## config.mk

```make
export PLATFORM = sky130hd
export DESIGN_NAME = ee_i2c_eeprom
export DESIGN_NICKNAME = d
export VERILOG_FILES = /design/src/core/ee_pkg.sv /design/src/core/ee_i2c_eeprom.sv /design/src/core/ee_mem.sv /design/src/core/ee_sync.sv
export VERILOG_INCLUDE_DIRS = /design/src /design/src/core
export SDC_FILE = /design/constraint.sdc
export NUM_CORES = 2
export LEC_CHECK = 0
export BUFFER_PORTS_ARGS = -buffer_cell sky130_fd_sc_hd__buf_2
export CORE_ASPECT_RATIO = 1.5
export CORE_UTILIZATION = 50
export DETAILED_ROUTE_END_ITERATION = 7
export PLACE_DENSITY = 0.65
export SYNTH_ARGS = -nofsm -noshare
export SYNTH_HDL_FRONTEND = slang
export SYNTH_SLANG_ARGS = --single-unit
```

## constraint.sdc

```tcl
create_clock -name clk_sys -period 4.3 [get_ports clk_sys]
set_input_delay 0.645 -clock clk_sys [delete_from_list [all_inputs] [get_ports clk_sys]]
set_output_delay 0.645 -clock clk_sys [all_outputs]
set_load 0.01 [all_outputs]
```

## src/core/ee_params.svh

```systemverilog
`ifndef EE_PARAMS_SVH
`define EE_PARAMS_SVH
// device type code in the upper nibble of the device address byte
`define EE_TYPE_CODE 4'ha
`define EE_PAGE_BYTES 8
`define EE_PAGE_AW 3
`define EE_DEPTH_256 256
`define EE_BITS_PER_BYTE 4'h8
`define EE_ACK_BIT 4'h9
// internal write cycle time in ms and system clock in MHz
`define EE_WRITE_CYCLE_MS 10
`define EE_CLK_MHZ 250
`define EE_WRITE_CYCLES (`EE_WRITE_CYCLE_MS * 1000 * `EE_CLK_MHZ)
`endif

```

## src/core/ee_pkg.sv

```systemverilog
`default_nettype none
package ee_pkg;
  typedef enum logic [2:0] {
    EE_IDLE = 3'h0,
    EE_DEV = 3'h1,
    EE_ADDR = 3'h2,
    EE_WDATA = 3'h3,
    EE_RDATA = 3'h4
  } ee_state_t;
  // sampled bus pins travelling together
  typedef struct packed {
    logic scl;
    logic sda;
  } ee_bus_t;
endpackage
`default_nettype wire

```

## src/core/ee_i2c_eeprom.sv

```systemverilog
// How it works
// - device address byte is type code, three select bits, then read/write bit.
// - respond only when select bits match the three select pins.
// - read/write bit 1 means read, 0 means write.
// - an open select pin is not pulled low inside; unused select pins must be tied low.
// - address byte gives bits 7..0, or 6..0 on the small variant.
// - receive data sampled on rising serial clock edges.
// - transmit data changes on falling serial clock edges.
// - byte write is start, device, address, data, stop; each byte acknowledged.
// - valid stop after a write starts a timed cycle; bus ignored meanwhile.
// - page write latches up to eight data bytes for one cycle.
// - address counter increments within the page after each received write data byte, wrapping to the page start.
// - write starts only if stop lands right after an acknowledge.
// - matching address left unacknowledged while write cycle busy.
// - during power-on reset all commands ignored, no write.
// - counter holds last accessed address plus one.
// - read request: acknowledge, send byte at counter, then increment.
// - acknowledged read byte leads to next byte and increment.
// - counter wraps to zero past the last location.
// - data falling with clock high is start, rising is stop.
// - no acknowledge after a sent byte returns device to standby.
// - write protect high blocks every write to the array.
`include "ee_params.svh"
`default_nettype none
module ee_i2c_eeprom #(
  parameter int ADDR_BITS = 8,
  parameter int WRITE_CYCLES = `EE_WRITE_CYCLES
) (
  // clock and reset
  input wire logic clk_sys,
  input wire logic srst,
  // power-on reset from the supply monitor
  input wire logic por,
  // straps (tie low when unconnected)
  input wire logic device_select_pin_0,
  input wire logic device_select_pin_1,
  input wire logic device_select_pin_2,
  input wire logic write_protect,
  // two-wire bus
  input wire logic scl_in,
  input wire logic sda_in,
  output logic sda_out,
  output logic sda_oe,
  // status
  output logic write_busy
);
  localparam int DEPTH = 1 << ADDR_BITS;
  localparam int PAW = `EE_PAGE_AW;

  // ****************
  // pin sampling
  // ****************
  ee_pkg::ee_bus_t bus_raw;
  ee_pkg::ee_bus_t bus_s;
  ee_pkg::ee_bus_t bus_p_q;
  logic por_s1_q, por_s2_q;
  assign bus_raw = '{scl: scl_in, sda: sda_in};
  ee_sync u_sync (
    .clk_sys(clk_sys),
    .srst(srst),
    .pin_in(bus_raw),
    .pin_out(bus_s)
  );
  always_ff @(posedge clk_sys) begin
    if (srst) begin
      bus_p_q <= 2'h3;
      por_s1_q <= 1'b1;
      por_s2_q <= 1'b1;
    end else begin
      bus_p_q <= bus_s;
      por_s1_q <= por;
      por_s2_q <= por_s1_q;
    end
  end
  logic scl_rise, scl_fall, start_cond, stop_cond;
  assign scl_rise = bus_s.scl & ~bus_p_q.scl;
  assign scl_fall = ~bus_s.scl & bus_p_q.scl;
  assign start_cond = bus_s.scl & bus_p_q.scl & bus_p_q.sda & ~bus_s.sda;
  assign stop_cond = bus_s.scl & bus_p_q.scl & ~bus_p_q.sda & bus_s.sda;

  // ****************
  // protocol state
  // ****************
  ee_pkg::ee_state_t st_q, st_d;
  logic [3:0] bit_q, bit_d;
  logic [7:0] sh_q, sh_d;
  logic [7:0] cnt_q, cnt_d;
  logic [7:0] pbase_q, pbase_d;
  logic [PAW-1:0] pcnt_q, pcnt_d;
  logic [`EE_PAGE_BYTES-1:0] pvld_q, pvld_d;
  logic [7:0] pdat_q [`EE_PAGE_BYTES];
  logic [7:0] pdat_d [`EE_PAGE_BYTES];
  logic ack_q, ack_d;
  logic drv_q, drv_d;
  logic arm_q, arm_d;
  logic wdone_q, wdone_d;
  logic [31:0] wtmr_q, wtmr_d;
  logic [PAW:0] wix_q, wix_d;
  logic busy_q, busy_d;
  logic [7:0] rd_data;
  logic mem_we;
  logic [7:0] mem_wa;
  logic [7:0] addr_mask;
  logic sel_match;
  logic [2:0] sel_pins;

  assign addr_mask = 8'((DEPTH) - 1);
  assign sel_pins = {device_select_pin_2, device_select_pin_1, device_select_pin_0};
  assign sel_match = (sh_q[7:4] == `EE_TYPE_CODE) && (sh_q[3:1] == sel_pins);

  always_comb begin
    st_d = st_q;
    bit_d = bit_q;
    sh_d = sh_q;
    cnt_d = cnt_q;
    pbase_d = pbase_q;
    pcnt_d = pcnt_q;
    pvld_d = pvld_q;
    pdat_d = pdat_q;
    ack_d = ack_q;
    drv_d = drv_q;
    arm_d = arm_q;
    wdone_d = wdone_q;
    wtmr_d = wtmr_q;
    wix_d = wix_q;
    busy_d = busy_q;
    mem_we = 1'b0;
    mem_wa = pbase_q | 8'(wix_q[PAW-1:0]);
    // self-timed cycle: copy latches to the array, then wait out the time
    if (busy_q) begin
      if (wix_q < (PAW + 1)'(`EE_PAGE_BYTES)) begin
        mem_we = pvld_q[wix_q[PAW-1:0]];
        wix_d = wix_q + 1'b1;
      end
      if (wtmr_q == 32'(WRITE_CYCLES - 1)) begin
        busy_d = 1'b0;
        pvld_d = '0;
      end else begin
        wtmr_d = wtmr_q + 32'h1;
      end
    end
    // bus ignored while busy or held in power-on reset
    if (busy_q || por_s2_q) begin
      st_d = ee_pkg::EE_IDLE;
      drv_d = 1'b0;
      arm_d = 1'b0;
    end else if (start_cond) begin
      st_d = ee_pkg::EE_DEV;
      bit_d = 4'hf; // scl fall closing the start wraps this to bit 0
      drv_d = 1'b0;
      arm_d = 1'b0;
      pvld_d = '0;
    end else if (stop_cond) begin
      st_d = ee_pkg::EE_IDLE;
      drv_d = 1'b0;
      // only a stop in the period right after a data acknowledge writes
      if (arm_q && (pvld_q != '0) && !write_protect) begin
        busy_d = 1'b1;
        wtmr_d = 32'h0;
        wix_d = '0;
      end
      arm_d = 1'b0;
    end else if (st_q != ee_pkg::EE_IDLE) begin
      if (scl_rise) begin
        if (bit_q < `EE_BITS_PER_BYTE) begin
          // the 10th period's rise must not disarm a following stop
          sh_d = {sh_q[6:0], bus_s.sda};
        end else if (st_q == ee_pkg::EE_RDATA) begin
          ack_d = ~bus_s.sda;
        end
      end else if (scl_fall) begin
        bit_d = bit_q + 4'h1;
        drv_d = 1'b0;
        arm_d = 1'b0;
        if (bit_q == `EE_BITS_PER_BYTE - 4'h1) begin
          // ninth clock: acknowledge what was received
          case (st_q)
            ee_pkg::EE_DEV: drv_d = sel_match;
            ee_pkg::EE_ADDR, ee_pkg::EE_WDATA: drv_d = 1'b1;
            default: drv_d = 1'b0;
          endcase
          if (st_q == ee_pkg::EE_DEV && !sel_match) begin
            st_d = ee_pkg::EE_IDLE;
          end
          if (st_q == ee_pkg::EE_ADDR) begin
            cnt_d = sh_q & addr_mask;
            pbase_d = sh_q & addr_mask & ~8'(`EE_PAGE_BYTES - 1);
            pcnt_d = sh_q[PAW-1:0];
          end
          if (st_q == ee_pkg::EE_WDATA) begin
            pdat_d[pcnt_q] = sh_q;
            pvld_d[pcnt_q] = 1'b1;
            pcnt_d = pcnt_q + 1'b1;
            cnt_d = (pbase_q | 8'(pcnt_q + 1'b1)) & addr_mask;
          end
          if (st_q == ee_pkg::EE_RDATA) begin
            drv_d = 1'b0;
          end
        end else if (bit_q == `EE_ACK_BIT - 4'h1) begin
          // end of ninth clock: next byte begins
          bit_d = 4'h0;
          case (st_q)
            ee_pkg::EE_DEV: begin
              if (sh_q[0]) begin
                st_d = ee_pkg::EE_RDATA;
                sh_d = rd_data;
                cnt_d = (cnt_q + 8'h1) & addr_mask;
                drv_d = ~rd_data[7];
              end else begin
                st_d = ee_pkg::EE_ADDR;
              end
            end
            ee_pkg::EE_ADDR: st_d = ee_pkg::EE_WDATA;
            ee_pkg::EE_WDATA: arm_d = 1'b1;
            ee_pkg::EE_RDATA: begin
              if (ack_q) begin
                sh_d = rd_data;
                cnt_d = (cnt_q + 8'h1) & addr_mask;
                drv_d = ~rd_data[7];
              end else begin
                st_d = ee_pkg::EE_IDLE;
              end
            end
            default: st_d = ee_pkg::EE_IDLE;
          endcase
        end else if (st_q == ee_pkg::EE_RDATA) begin
          // shift next bit out; open drain drives only the zeros
          // the rise already rotated the driven bit round, next one is on top
          drv_d = ~sh_q[7];
        end
      end
    end
  end

  always_ff @(posedge clk_sys) begin
    if (srst) begin
      st_q <= ee_pkg::EE_IDLE;
      bit_q <= 4'h0;
      sh_q <= 8'h00;
      cnt_q <= 8'h00;
      pbase_q <= 8'h00;
      pcnt_q <= '0;
      pvld_q <= '0;
      ack_q <= 1'b0;
      drv_q <= 1'b0;
      arm_q <= 1'b0;
      wdone_q <= 1'b0;
      wtmr_q <= 32'h0;
      wix_q <= '0;
      busy_q <= 1'b0;
    end else begin
      st_q <= st_d;
      bit_q <= bit_d;
      sh_q <= sh_d;
      cnt_q <= cnt_d;
      pbase_q <= pbase_d;
      pcnt_q <= pcnt_d;
      pvld_q <= pvld_d;
      ack_q <= ack_d;
      drv_q <= drv_d;
      arm_q <= arm_d;
      wdone_q <= wdone_d;
      wtmr_q <= wtmr_d;
      wix_q <= wix_d;
      busy_q <= busy_d;
    end
  end
  // page latches carry data only, no reset needed
  always_ff @(posedge clk_sys) begin
    pdat_q <= pdat_d;
  end

  // ****************
  // array
  // ****************
  ee_mem #(.DEPTH(`EE_DEPTH_256)) u_mem (
    .clk_sys(clk_sys),
    .wr_en(mem_we),
    .wr_addr(mem_wa & addr_mask),
    .wr_data(pdat_q[wix_q[PAW-1:0]]),
    .rd_addr(cnt_q),
    .rd_data(rd_data)
  );

  assign sda_out = 1'b0;
  assign sda_oe = drv_q;
  assign write_busy = busy_q;
endmodule
`default_nettype wire

```

## src/core/ee_mem.sv

```systemverilog
`default_nettype none
module ee_mem #(
  parameter int DEPTH = 256
) (
  // clock
  input wire logic clk_sys,
  // write port
  input wire logic wr_en,
  input wire logic [7:0] wr_addr,
  input wire logic [7:0] wr_data,
  // read port
  input wire logic [7:0] rd_addr,
  output logic [7:0] rd_data
);
  logic [7:0] mem_q [DEPTH];
  always_ff @(posedge clk_sys) begin
    if (wr_en) begin
      mem_q[wr_addr] <= wr_data;
    end
    rd_data <= mem_q[rd_addr];
  end
endmodule
`default_nettype wire

```

## src/core/ee_sync.sv

```systemverilog
`default_nettype none
module ee_sync (
  // clock and reset
  input wire logic clk_sys,
  input wire logic srst,
  // raw pins in, synchronised out
  input wire ee_pkg::ee_bus_t pin_in,
  output ee_pkg::ee_bus_t pin_out
);
  ee_pkg::ee_bus_t s1_q;
  ee_pkg::ee_bus_t s2_q;
  // idle bus is high, so reset to high to avoid a false start
  always_ff @(posedge clk_sys) begin
    if (srst) begin
      s1_q <= 2'h3;
      s2_q <= 2'h3;
    end else begin
      s1_q <= pin_in;
      s2_q <= s1_q;
    end
  end
  assign pin_out = s2_q;
endmodule
`default_nettype wire

```

==> qor.csv <==
metric;value;unit
dpl cell area;90300;um^2
endpoint of the worst setup timing path;u_mem.rd_data[4];
non-filler instance count after layout;6989;
Yosys cell types;79;
CTS buffer count;190;
leak pwr;29.1;nW
largest net degree at the start of global routing;160;
clock root cell;clkbuf_16;
CP max-delay cell;a221oi_1;
vias in the first global route;45205;
Post-Route WL;238;mm
top cells by area, synth;edfxtp_1 73%, mux4_2 12%, mux2i_1 2.4%, dfxtp_1 2.2%, nor2_1 1.6%;
Core Box Area;172000;um^2
final max-slew violation count;0;
Post-synth EDFFs;2112;
row count;186;
TritonCTS Sinks;2207;
Die Ht;512;um
status;finished, violations left;
final count of hold timing violations;0;
CP arrival;4710;ps
first drt pass iteration count;8;
via count;45354;
post-CTS setup buffers;0;
Final Cycle Share;94.0;%
clock-pin slew on the worst setup and hold paths;70;ps
max_slew headroom;5.21;%
# fillers;12702;
routed vias/inst;6.49;
Worst R2R End;u_mem.rd_data[4];
asr flop ratio synth;0;%
worst hold path type;in -> reg;
top cell type's share of synthesized area;73.1;%
area growth from synthesis to layout;11.2;%
global-route wire length before repair;337;mm
port bufs;10;
Worst Skew;38.9;ps
full die area;175000;um^2
CP endpoint kind;register;
total gr overflow;0;
Peak VDD IR;0.404;mV
Crit path buffers/inverters;3;
post-synth top area cell;edfxtp_1;
final setup TNS;0;ps
cell area after synthesis;86700;um^2
RSZ-0062 raised after global routing;false;
maximum clock insertion buffer count;3;
average wire per cell in the routed design;34.1;um
Setup-failing EPs final;0;
synth cell count leaders;2112 x edfxtp_1, 466 x mux4_2, 364 x nor2_1;
DRC;16;
peak fanout along the critical path;32;
I/O pins;12;
gr usage total;27.3;%
DP Cell Count;6633;
r2r setup slk;260;ps
Initial Utilization;50.5;%
Clock Latency Late Sink;840;ps
critical path class;reg -> reg;
Max Cap Viol;0;
Final min period;4040;ps
initial antenna violation count;11;
power per cell area;418;nW/um^2
Startpoint Class;register;
Worst Max-Slew Pin Slew;1410;ps
count leader, synth;edfxtp_1;
Routed Antenna Nets;0;
sequential area share after synthesis;75.3;%
r2r worst-path depth;9;
drt initial violations;5728;
WP depth;9;
Largest delay share family, worst path;compound AO/OA/AOI/OAI gates;
Avg Cell Area, Syn;19.6;um^2
post-synthesis register bit count;2207;
hold slack;53.9;ps
Crit Reg-Reg Startpoint;cnt_q[1];
Gate Count Post-Synth;4414;
Post-Layout Inst Area;96500;um^2
Setup crit start;cnt_q[1];
worst path required time;4970;ps
FMAX;247;MHz
ys flop type;edfxtp_1;
worst path cell trace;buf_12, buf_12, mux4_2, a22o_1, a221oi_1, a221oi_1, buf_4, o221ai_1, o21ai_1;
failing checks;DRC;
Die X;342;um
syn_nets;4436;
slowest stage delay, CP;690;ps
Ys Warns;0;
H-tree levels;4;
RePlAce Congestion;0.952;
nets@finish;4593;
fraction of layout cells with a size suffix above 1;21.8;%
HPWL Detailed;150;mm
CTS tree;done;
## worst min-delay path by stage
stage	cells past startpoint	end	slack, ps	startpoint
after detailed placement	1	u_sync.pin_out[0]	400	u_sync.s1_q[0]
after floorplan	1	por_s2_q	390	por_s1_q
after global routing	2	por_s1_q	30	por
final	2	por_s1_q	50	por
after CTS	2	por_s1_q	20	por
after global placement	1	por_s2_q	400	por_s1_q
## kinds of logic after synthesis
logic type,share of synthesized area [%]
XOR/XNOR,0.333
flip-flops,75.3
adder cells (fa/ha/maj),0.188
AND/OR/NAND/NOR,3.71
AO/OA/AOI/OAI,3.73
buffers and inverters,1.97
other,0.00432
multiplexers,14.7
## report_power, final
group	total [mW]	switching, mW	internal, mW
Clock	17.1	7.70	9.44
Sequential	23.2	0.00354	23.2
Combinational	0.0373	0.0253	0.0120
## through the flow
stage	utilization, %	setup slack (ps)	power [mW]
2_1_floorplan	-	380	23.7
3_3_place_gp	52.6	-22.0	23.7
3_5_place_dp	52.6	390	23.7
4_1_cts	56.2	396	40.5
5_1_grt	56.2	249	41.2
6_report	56.2	257	40.3
## sequential cells by signal, summed over array words and instances (netlist names), 2 cells and up
register,flops
u_mem.mem_q,2048
pdat_q,64
wtmr_q,32
cnt_q,8
pvld_q,8
sh_q,8
u_mem.rd_data,8
pbase_q,5
bit_q,4
wix_q,4
pcnt_q,3
st_q,3
bus_p_q,2
u_sync.pin_out,2
u_sync.s1_q,2
## layout by cell type, fill, tap and decap left out, types with 11 or more instances in the layout
master	count
nand3_1	47
clkinv_1	47
nor2_1	362
o221ai_1	36
mux4_2	466
clkbuf_16	194
or2_2	15
clkbuf_1	39
buf_4	190
buf_12	33
or3_1	14
nand4_1	12
a22oi_1	62
nor3_1	41
a22o_1	18
nand2b_1	15
edfxtp_1	2112
bufinv_16	19
clkinv_2	34
dfxtp_1	89
a211oi_1	20
a221oi_1	51
nor2b_1	20
o31ai_1	11
xnor2_1	31
o22ai_1	25
o21ai_0	49
ha_1	13
nor4_1	17
inv_1	26
mux2i_1	209
nand2_1	104
a21oi_1	95
buf_2	11
a31oi_1	17
## area by class of cell
type / instances / area [um^2] / area share, %
diodes: 6 / 15.0 / 0.0156
clock buffers: 234 / 5010 / 5.20
clock inverters: 114 / 1100 / 1.14
inverters: 28 / 108 / 0.112
multi-input cells: 1908 / 19900 / 20.6
flip-flops and latches: 2207 / 65300 / 67.7
well taps: 2256 / 2820 / 2.93
repair buffers: 236 / 2160 / 2.24
## routing by layer
| layer | part of all wire, % | wire [um] | track usage, % |
|---|---|---|---|
| met1 | 35 | 84300 | 34.3 |
| met4 | 6.4 | 15300 | 15.1 |
| met2 | 49 | 117000 | 44.6 |
| met5 | 0.042 | 99 | 0.250 |
| met3 | 9.0 | 21500 | 5.51 |
## timing repair
action                    CTS  global route
resized for setup           0             0
hold endpoints to repair    2             0
hold buffers                2             0
Power figures use the tool's default switching activity.
